### src/design/tca_defs.svh
// Constants for the temperature conversion and alarm core
`ifndef TCA_DEFS_SVH
`define TCA_DEFS_SVH

// Bus commands, sent least significant bit first
`define TCA_CMD_SKIP_ADDR 8'hcc
`define TCA_CMD_ALARM_SCAN 8'hec
`define TCA_CMD_CONVERT 8'h44
`define TCA_CMD_SUPPLY_QUERY 8'hb4
`define TCA_CMD_READ_SCRATCH 8'hbe
`define TCA_CMD_WRITE_SCRATCH 8'h4e
`define TCA_CMD_COMMIT_NV 8'h48

// Scratchpad byte positions
`define TCA_SCR_TEMP_LO 4'h0
`define TCA_SCR_TEMP_HI 4'h1
`define TCA_SCR_UPPER 4'h2
`define TCA_SCR_LOWER 4'h3
`define TCA_SCR_RESIDUAL 4'h6
`define TCA_SCR_PER_DEGREE 4'h7
`define TCA_SCR_CHECK 4'h8

// Values
`define TCA_TEMP_POR 16'h00aa
`define TCA_COUNTS_PER_DEGREE 8'h10
`define TCA_RESERVED_BYTE 8'hff
`define TCA_CRC_POLY 8'h8c
`define TCA_SCR_DATA_BITS 64
`define TCA_ROM_DATA_BITS 56
`define TCA_LAST_BIT 3'h7
`define TCA_LAST_ROM_BIT 6'h3f

// Nonvolatile write time
`define TCA_NV_WRITE_TIME_US 10000
`define TCA_CLK_MHZ 250
`define TCA_NV_WRITE_CYCLES (`TCA_NV_WRITE_TIME_US * `TCA_CLK_MHZ)

`endif

### src/design/tca_pkg.sv
// Types for the temperature conversion and alarm core
package tca_pkg;

   typedef enum logic [3:0] {
      ST_IDLE,
      ST_ADDR_CMD,
      ST_FUNC_CMD,
      ST_SEARCH,
      ST_TX_SCR,
      ST_RX_SCR,
      ST_POLL,
      ST_SUPPLY
   } tca_state_t;

   typedef struct packed {
      logic [8:0] temp;
      logic [7:0] residual;
   } tca_conv_t;

   typedef struct packed {
      logic [7:0] upper;
      logic [7:0] lower;
   } tca_limits_t;

   typedef struct packed {
      tca_state_t state;
      logic [7:0] rxShift;
      logic [2:0] bitCnt;
      logic [3:0] byteIdx;
      logic [5:0] srchIdx;
      logic [1:0] srchPhase;
      logic dqOe;
      logic [15:0] temp;
      logic [7:0] residual;
      tca_limits_t limits;
      tca_limits_t nvOut;
      logic alarm;
      logic convBusy;
      logic convStart;
      logic copyBusy;
      logic [21:0] copyCnt;
      logic nvWr;
      logic loadPend;
      logic extPwrMeta;
      logic extPwr;
   } tca_regs_t;

endpackage

### src/design/tca_core.sv
// Temperature conversion, alarm and bus command core
//
// How it works
// - Result has nine bits, half degree steps
// - Idle until start-conversion command arrives
// - Store finished result, then return idle
// - Read slots answer 0 busy, 1 done
// - Result is sign-extended 16-bit two's complement
// - Power-on result value is plus 85 degrees
// - Counts-per-degree always reads sixteen
// - Compare result with signed byte limits
// - Compare only result bits 8 to 1
// - Alarm when at/below lower or above upper
// - Alarm re-evaluated after every conversion
// - Limits nonvolatile, scratchpad bytes two, three
// - Only alarmed devices join alarm scan
// - Supply query: parasite pulls low, external releases
// - Identity: family byte, then 48-bit serial
// - Top identity byte is check over 56 bits
// - All bytes travel least significant bit first
// - Result low byte position zero, high one
// - Residual at position six, per-degree seven
// - Check bytes use x8+x5+x4+1, LSB first
`timescale 1ns/100ps
`include "tca_defs.svh"

module tca_core import tca_pkg::*; #(
   parameter int NV_WRITE_CYCLES = `TCA_NV_WRITE_CYCLES,
   // Arbitrary identity values
   parameter logic [47:0] SERIAL_NUMBER = 48'h0000_0000_0001,
   parameter logic [7:0] FAMILY_CODE = 8'h5a
) (
   input wire logic sys_clk,
   input wire logic sys_rst,
   input wire logic clkEn,
   input wire logic busReset,
   input wire logic wrStrobe,
   input wire logic wrBit,
   input wire logic readSlot,
   input wire logic slotEnd,
   input wire logic dqIn,
   output logic dqOut,
   output logic dqOe,
   input wire logic extPowerPin,
   output logic convStart,
   input wire logic convDone,
   input wire tca_conv_t convData,
   input wire tca_limits_t nvLimitsIn,
   output logic nvWrite,
   output tca_limits_t nvLimitsOut,
   output logic nvBusy,
   output logic [15:0] tempResult,
   output logic alarmFlag,
   output logic convBusy
);

   function automatic logic [7:0] crcCalc(input logic [63:0] data, input int nbits);
      logic [7:0] c;
      logic fb;
      c = 8'h00;
      for (int i = 0; i < 64; i++) begin
         if (i < nbits) begin
            fb = c[0] ^ data[i];
            c = {1'b0, c[7:1]};
            if (fb) begin
               c = c ^ `TCA_CRC_POLY;
            end
         end
      end
      return c;
   endfunction

   localparam logic [55:0] ROM_LOW = {SERIAL_NUMBER, FAMILY_CODE};
   localparam logic [63:0] ROM_CODE = {crcCalc({8'h00, ROM_LOW}, `TCA_ROM_DATA_BITS),
      ROM_LOW};

   localparam tca_regs_t REGS_RST = '{
      state: ST_IDLE,
      rxShift: 8'h00,
      bitCnt: 3'h0,
      byteIdx: 4'h0,
      srchIdx: 6'h00,
      srchPhase: 2'h0,
      dqOe: 1'b0,
      temp: `TCA_TEMP_POR,
      residual: 8'h00,
      limits: 16'h0000,
      nvOut: 16'h0000,
      alarm: 1'b0,
      convBusy: 1'b0,
      convStart: 1'b0,
      copyBusy: 1'b0,
      copyCnt: 22'h000000,
      nvWr: 1'b0,
      loadPend: 1'b1,
      extPwrMeta: 1'b0,
      extPwr: 1'b0
   };

   tca_regs_t r_ff;
   tca_regs_t nxt_r;
   logic [63:0] scrVec;
   logic [7:0] scrCheck;
   logic [7:0] txByte;
   logic romBit;
   logic answer;
   logic [7:0] rxByte;
   logic byteDone;

   // Scratchpad image, byte 0 in the low bits
   assign scrVec = {`TCA_COUNTS_PER_DEGREE, r_ff.residual,
      `TCA_RESERVED_BYTE, `TCA_RESERVED_BYTE,
      r_ff.limits.lower, r_ff.limits.upper,
      r_ff.temp};
   assign scrCheck = crcCalc(scrVec, `TCA_SCR_DATA_BITS);
   assign txByte = (r_ff.byteIdx == `TCA_SCR_CHECK) ? scrCheck :
      scrVec[r_ff.byteIdx[2:0] * 8 +: 8];
   assign romBit = ROM_CODE[r_ff.srchIdx];
   assign rxByte = {wrBit, r_ff.rxShift[7:1]};
   assign byteDone = (r_ff.bitCnt == `TCA_LAST_BIT);

   // Bit placed on the bus in a read slot; zero means pull low
   always_comb begin
      answer = 1'b1;
      unique case (r_ff.state)
         ST_TX_SCR: answer = txByte[r_ff.bitCnt];
         ST_POLL: answer = ~(r_ff.convBusy | r_ff.copyBusy);
         ST_SUPPLY: answer = r_ff.extPwr;
         ST_SEARCH: answer = (r_ff.srchPhase == 2'h0) ? romBit : ~romBit;
         ST_IDLE, ST_ADDR_CMD, ST_FUNC_CMD, ST_RX_SCR: answer = 1'b1;
         default: answer = 1'b1;
      endcase
   end

   always_comb begin
      nxt_r = r_ff;
      nxt_r.convStart = 1'b0;
      nxt_r.nvWr = 1'b0;
      // Supply sense comes from a pin; second stage is the only reader
      nxt_r.extPwrMeta = extPowerPin;
      nxt_r.extPwr = r_ff.extPwrMeta;

      // Limits come back from nonvolatile storage after power-up
      if (r_ff.loadPend) begin
         nxt_r.limits = nvLimitsIn;
         nxt_r.loadPend = 1'b0;
      end

      if (convDone && r_ff.convBusy) begin
         nxt_r.temp = {{7{convData.temp[8]}}, convData.temp};
         nxt_r.residual = convData.residual;
         nxt_r.alarm = ($signed(convData.temp[8:1]) <= $signed(r_ff.limits.lower)) ||
            ($signed(convData.temp[8:1]) > $signed(r_ff.limits.upper));
         nxt_r.convBusy = 1'b0;
      end

      if (r_ff.copyBusy) begin
         if (r_ff.copyCnt == 22'(NV_WRITE_CYCLES - 1)) begin
            nxt_r.copyBusy = 1'b0;
         end else begin
            nxt_r.copyCnt = 22'(r_ff.copyCnt + 22'h000001);
         end
      end

      if (slotEnd) begin
         nxt_r.dqOe = 1'b0;
      end

      if (busReset) begin
         // Bus reset aborts any transfer but not a running conversion
         nxt_r.state = ST_ADDR_CMD;
         nxt_r.bitCnt = 3'h0;
         nxt_r.dqOe = 1'b0;
      end else if (readSlot) begin
         nxt_r.dqOe = ~answer;
         unique case (r_ff.state)
            ST_TX_SCR: begin
               nxt_r.bitCnt = 3'(r_ff.bitCnt + 3'h1);
               if (byteDone) begin
                  nxt_r.byteIdx = 4'(r_ff.byteIdx + 4'h1);
                  if (r_ff.byteIdx == `TCA_SCR_CHECK) begin
                     nxt_r.state = ST_IDLE;
                  end
               end
            end
            ST_SEARCH: begin
               if (r_ff.srchPhase != 2'h2) begin
                  nxt_r.srchPhase = 2'(r_ff.srchPhase + 2'h1);
               end
            end
            default: begin
            end
         endcase
      end else if (wrStrobe) begin
         nxt_r.rxShift = rxByte;
         unique case (r_ff.state)
            ST_ADDR_CMD: begin
               nxt_r.bitCnt = 3'(r_ff.bitCnt + 3'h1);
               if (byteDone) begin
                  nxt_r.state = ST_IDLE;
                  if (rxByte == `TCA_CMD_SKIP_ADDR) begin
                     nxt_r.state = ST_FUNC_CMD;
                  end else if (rxByte == `TCA_CMD_ALARM_SCAN && r_ff.alarm) begin
                     nxt_r.state = ST_SEARCH;
                     nxt_r.srchIdx = 6'h00;
                     nxt_r.srchPhase = 2'h0;
                  end
               end
            end
            ST_FUNC_CMD: begin
               nxt_r.bitCnt = 3'(r_ff.bitCnt + 3'h1);
               if (byteDone) begin
                  nxt_r.state = ST_IDLE;
                  nxt_r.byteIdx = 4'h0;
                  unique case (rxByte)
                     `TCA_CMD_CONVERT: begin
                        nxt_r.state = ST_POLL;
                        if (!r_ff.convBusy || convDone) begin
                           nxt_r.convBusy = 1'b1;
                           nxt_r.convStart = 1'b1;
                        end
                     end
                     `TCA_CMD_SUPPLY_QUERY: nxt_r.state = ST_SUPPLY;
                     `TCA_CMD_READ_SCRATCH: nxt_r.state = ST_TX_SCR;
                     `TCA_CMD_WRITE_SCRATCH: nxt_r.state = ST_RX_SCR;
                     `TCA_CMD_COMMIT_NV: begin
                        nxt_r.state = ST_POLL;
                        nxt_r.copyBusy = 1'b1;
                        nxt_r.copyCnt = 22'h000000;
                        nxt_r.nvWr = 1'b1;
                        nxt_r.nvOut = r_ff.limits;
                     end
                     default: nxt_r.state = ST_IDLE;
                  endcase
               end
            end
            ST_RX_SCR: begin
               nxt_r.bitCnt = 3'(r_ff.bitCnt + 3'h1);
               if (byteDone) begin
                  // Byte 2 arrives first, then byte 3
                  if (r_ff.byteIdx == 4'h0) begin
                     nxt_r.limits.upper = rxByte;
                     nxt_r.byteIdx = 4'h1;
                  end else begin
                     nxt_r.limits.lower = rxByte;
                     nxt_r.state = ST_IDLE;
                  end
               end
            end
            ST_SEARCH: begin
               if (r_ff.srchPhase == 2'h2) begin
                  nxt_r.srchPhase = 2'h0;
                  if (wrBit != romBit) begin
                     nxt_r.state = ST_IDLE;
                  end else if (r_ff.srchIdx == `TCA_LAST_ROM_BIT) begin
                     nxt_r.state = ST_FUNC_CMD;
                     nxt_r.bitCnt = 3'h0;
                  end else begin
                     nxt_r.srchIdx = 6'(r_ff.srchIdx + 6'h01);
                  end
               end
            end
            default: begin
            end
         endcase
      end
   end

   always_ff @(posedge sys_clk) begin
      if (sys_rst) begin
         r_ff <= REGS_RST;
      end else if (clkEn) begin
         r_ff <= nxt_r;
      end
   end

   // Open drain: the pin only ever pulls low
   assign dqOut = 1'b0;
   assign dqOe = r_ff.dqOe;
   assign convStart = r_ff.convStart;
   assign nvWrite = r_ff.nvWr;
   assign nvLimitsOut = r_ff.nvOut;
   assign nvBusy = r_ff.copyBusy;
   assign tempResult = r_ff.temp;
   assign alarmFlag = r_ff.alarm;
   assign convBusy = r_ff.convBusy;

endmodule

### config.mk
export PLATFORM = sky130hd
export DESIGN_NAME = tca_core
export DESIGN_NICKNAME = d
export VERILOG_FILES = /design/src/design/tca_pkg.sv /design/src/design/tca_core.sv
export VERILOG_INCLUDE_DIRS = /design/src /design/src/design
export SDC_FILE = /design/constraint.sdc
export NUM_CORES = 1
export LEC_CHECK = 0
export BUFFER_PORTS_ARGS = -buffer_cell sky130_fd_sc_hd__buf_2
export CORE_ASPECT_RATIO = 0.8
export CORE_MARGIN = 2
export CORE_UTILIZATION = 46
export DETAILED_ROUTE_END_ITERATION = 16
export MAX_ROUTING_LAYER = met4
export PLACE_DENSITY = 0.67
export SYNTH_ARGS = -nofsm -noshare
export SYNTH_HDL_FRONTEND = slang
export SYNTH_SLANG_ARGS = --single-unit
### constraint.sdc
create_clock -name sys_clk -period 3.96 [get_ports sys_clk]
set_clock_uncertainty 0.1 [all_clocks]
set_input_delay 0.198 -clock sys_clk [delete_from_list [all_inputs] [get_ports sys_clk]]
set_output_delay 0.198 -clock sys_clk [all_outputs]
set_load 0.005 [all_outputs]
* Word-level counts from Yosys, hierarchy flattened
Memory sizes are Yosys's and may differ from the RTL's. A register that Yosys moved wholly into a read port is not among the register bits.
Cells that the tools add are included.
Widths: inputs -> output; s select.
** Storage, ports and cells
- Memory bits (read-only) :: 64
- Output and inout port bits :: 39
- Bits in latches :: 0
- Bits of input ports :: 44
- Memories kept :: 1
- RAM bits :: 0
- Register bits after elaboration :: 107
- Logic and storage cells :: 352
** Memory list
- (no name shown) :: depth 64, bits a word 1, rd ports 1, clocked after Yosys merged registers in 1, write ports 0, line tca_core.sv:118 : assign romBit = ROM_CODE[r_ff.srchIdx];
** Operators by class
- Add/sub/neg operators :: 5
- Shift-type cells :: 1
- Equality and inequality tests :: 49
- Multipliers :: 0
- Mux-type cells :: 137
- Divide/modulo/power cells :: 0
- Reductions and logical operators :: 25
- Bitwise gates (word level) :: 108
- Magnitude comparators :: 4
** Operators with widths (number)
- $mux 8 :: 71
- $not 2->3 :: 63
- $mux 26 :: 5
- $mux 16 :: 6
- $mux 32 :: 3
- $mux 4 :: 17
- $shiftx 64x7->8 :: 1
- $xor 1x1->1 :: 39
- $eq 8x8->1 const B :: 4
- $mux 27 :: 1
- $eq 8x7->1 const B :: 3
- $mux 24 :: 1
- $mux 6 :: 4
- $ne 3x3->1 const B :: 8
- $mux 23 :: 1
- $add 22x1->22 const B :: 1
- $eq 22x22->1 const B :: 1
- $mux 22 :: 1
- $ne 2x2->1 const B :: 9
- $eq 4x3->1 const B :: 4
- $ne 4x4->1 const B :: 4
- $pmux 4 s4 :: 1
- $pmux 8 s2 :: 1
- $mux 7 :: 2
- 46 further kinds :: 78

* Logic depth before layout (Yosys ltp)
- Depth in word-level cells :: 134
- Mapped depth :: 13
- Mapped depth without buffers :: 12

* Worst setup path after synthesis
No wires, ideal clock.
- Kind :: register to register
- Start point :: reg r_ff, in the netlist tempResult[5]
- End point :: reg r_ff, in the netlist dqOe
- Path buffers :: 0
- Arrival :: 3.411 ns
- Stages on the path, launching flop included :: 12
- Data required time :: 3.724 ns
- Period minus slack after synthesis :: 3.646 ns
- Slack :: 0.314 ns
- Library setup time :: 0.136 ns
- Cell sequence :: dfxtp_1 > xnor3_2 > xnor2_4 > xnor3_2 > xor2_2 > xnor3_2 > xnor2_2 > xor3_1 > o21ai_1 > o211ai_1 > a311oi_2 > a221oi_2
** Between the ends
- Word-level cells in the longest chain between the ends :: 90
- Elaborated cells between the ends (all ways) :: 154
- Classes of those cells :: shift (1); mux (65); bitwise (88)
** Ends and longest elaborated chain
- from (decl) :: line tca_core.sv:100 : tca_regs_t r_ff;
- from (signal assigned) :: line tca_core.sv:273 : r_ff <= nxt_r;
- branches (longest 83 deep; another with $mux 8)
- $mux 8 * :: line tca_core.sv:116 : assign txByte = (r_ff.byteIdx == `TCA_SCR_CHECK) ? scrCheck :
- $bmux 1 s3 * :: line tca_core.sv:126 : ST_TX_SCR: answer = txByte[r_ff.bitCnt];
- $mux 1 (implied by the code) * :: line tca_core.sv:126
- $pmux 1 s4 * :: line tca_core.sv:125 : unique case (r_ff.state)
- $not 1->1 * :: line tca_core.sv:175 : nxt_r.dqOe = ~answer;
- $mux 1 * :: line tca_core.sv:174 : end else if (readSlot) begin
- $mux 1 * :: line tca_core.sv:169 : if (busReset) begin
Mark *: on every way between the ends. The select of a mux whose other input is x is not followed.
A chain may end at the register's enable or synchronous reset.

* Worst setup path in the final report
Ends and elaborated chain as after synthesis.

==> metrics.csv <==
metric;value;unit
status;complete, no violations;
vias in the first global route;5778;
minimum hold slack;0.01245;ns
share of power burned in the clock network;0.272;
WS Path Type;reg2reg;
CTS tree;done;
global-route wire length before repair;30390;µm
combinational fraction of design power;0.422;
post-synthesis cell type count;69;
core area;15850;µm²
# setup viols final;0;
Post-Layout Cell Count;1146;
post-synthesis cell count;871;
Max transition margin;0.3972;
Lkg Pwr;3.394;nW
most common cell after layout, fill and taps aside;dfxtp_1;
Yosys Warn Count;0;
Worst-path clk slew;0.08;ns
die area;17280;µm²
n_diodes;0;
Pint;2.474;mW
post-route ant nets;0;
Post-synth EDFFs;0;
layout overhead on the synthesized area;12.63;%
Crit. End Element;flip-flop;
Synth Flop Type;dfxtp_1;
Routability Congestion;0.8995;
CP Launch Type;flip-flop;
DPL Wire Length;13980;µm
Avg WL per Cell;16.39;µm
row count;41;
share of cells above drive strength 1;0.1772;
final net count;994;
H-Tree Depth;3;
largest net degree at the start of global routing;75;
clk buf depth;2;
TritonCTS Buffers;9;
post-synthesis cell area;7470;µm²
most frequent cells in the layout;dfxtp_1, nor2_1, nand2_1;
GRT Util Overall;0.2265;
sequential share of power;0.305;
post-CTS setup buffers;0;
root buffer cell;clkbuf_16;
Iter 0 DRT Violations;402;
Seq cells post-synth;106;
Hold Crit Class;in2reg;
Die Wd;146.5;µm
VDD IR max;0.5019;mV
Die Ht;118.0;µm
P_sw;1.131;mW
syn_area_per_cell;8.576;µm²
PD cells;428.6;nW/µm²
grt ovf;0;
switching fraction of total power;0.3138;
Async S/R FF share, synth;0;
MaxCap Viol Count;0;
Starting Density;0.4712;
crit path max fanout;3;
Post-Route WL;18790;µm
fin crit period;3.764;ns
Final Cycle Share;0.9506;
TritonRoute pass-1 iters;5;
Via-to-Cell Ratio;5.439;
Clock Sinks;106;
worst path required time;4.06;ns
fmax;265.6;MHz
syn_nets;939;
via count;6233;
worst-margin pin slew;0.9017;ns
Hold Fails Final Rpt;0;
DR DRC count;0;
initial antenna violation count;0;
Port Buffers;80;
total power;3.606;mW
io pins;83;
sequential area share after synthesis;0.2841;
Worst Path Arrival;3.87;ns
cell total after placement;1118;
setup TNS;0;ns
unrepaired setup endpoints after global routing;false;
clk_lat worst skew;0.36;ns
Max Transition Viols Final;0;
## through the flow
stage,util,area (µm²),worst slack (ns)
5_1_grt,0.5307,8413,0.002181
4_1_cts,0.5295,8393,0.06994
3_5_place_dp,0.5015,7950,0.1030
2_1_floorplan,-,7470,0.3138
6_report,0.5307,8413,0.1956
3_3_place_gp,0.5015,7950,0.1893
## flip-flops by register name, indices dropped and copies added (netlist names)
name / flops
romBit: 1
nxt_r: 1
convStart: 1
dqOe: 1
r_ff: 73
alarmFlag: 1
tempResult: 9
nvWrite: 1
nvBusy: 1
convBusy: 1
nvLimitsOut: 16
## final timing paths
check	startpoint	endpoint	slack [ns]	cells after the start
max reg2reg	tempResult[5]	dqOe	0.20	11
max	tempResult[5]	dqOe	0.20	11
min reg2reg	r_ff[87]	r_ff[87]	0.36	2
min	convData[16]	tempResult[8]	0.01	3
## routing by layer
layer | track usage | part of all wire
met3 | 0.03760 | 0.057
met2 | 0.3455 | 0.45
met4 | 0.05947 | 0.019
met1 | 0.3135 | 0.47
met5 | - | 0
## cell usage after synthesis (15+ instances only)
master	instances	area (µm²)
nand2_1	93	349.1
mux2i_1	33	330.3
xnor3_1	15	337.8
ha_1	24	300.3
xor2_1	28	245.2
clkbuf_1	40	150.1
nand4_1	15	93.84
dfxtp_1	106	2122
a21oi_1	62	310.3
o21ai_0	33	165.2
inv_1	25	93.84
nand3_1	25	125.1
nor2_1	104	390.4
xnor2_1	54	473.0
a211oi_1	21	157.7
buf_4	36	270.3
## cell families (layout without fill, tap and decap cells)
logic type,Yosys count,count (layout),synth area share
buffers and inverters,108,168,0.07286
adder cells (fa/ha/maj),24,24,0.04020
other,1,1,0.0005020
XOR/XNOR,120,120,0.2069
AND/OR/NAND/NOR,311,311,0.1943
AO/OA/AOI/OAI,159,159,0.1308
multiplexers,42,42,0.07035
flip-flops,106,106,0.2841
## critical path: stages, from the launching register on
cell and delay (ns):
dfxtp_1 0.37, xnor3_2 0.51, xnor2_4 0.21, xnor3_2 0.52, xor2_2 0.23, xnor3_2 0.50
xnor2_2 0.23, xor3_1 0.26, o21ai_1 0.14, o211ai_1 0.12, a311oi_2 0.32, a221oi_2 0.10
## power by group through the flow
stage	logic, mW	registers, mW	clock network (mW)
global placement	1.49	1.13	0
finish	1.52	1.10	0.982
detailed placement	1.49	1.13	0
global route	1.64	1.10	1.04
CTS	1.51	1.10	0.998
floorplan	1.26	1.12	0
## cell type report
| cell class | instances | area, µm² |
|---|---|---|
| fillers | 1515 | 7438 |
| multi-input cells | 657 | 4813 |
| flip-flops and latches | 106 | 2125 |
| repair buffers | 126 | 775.7 |
| well taps | 215 | 269.0 |
| clock buffers | 9 | 225.2 |
| clock inverters | 7 | 107.6 |
| inverters | 26 | 97.59 |
## repair_timing
| item | CTS | global route |
|---|---|---|
| endpoints found under the hold margin | 11 | 1 |
| endpoints found under the setup margin | 0 | 1 |
| hold buffers | 11 | 1 |
| resized for setup | 0 | 3 |
No activity file was read; power rests on OpenSTA's default activity.
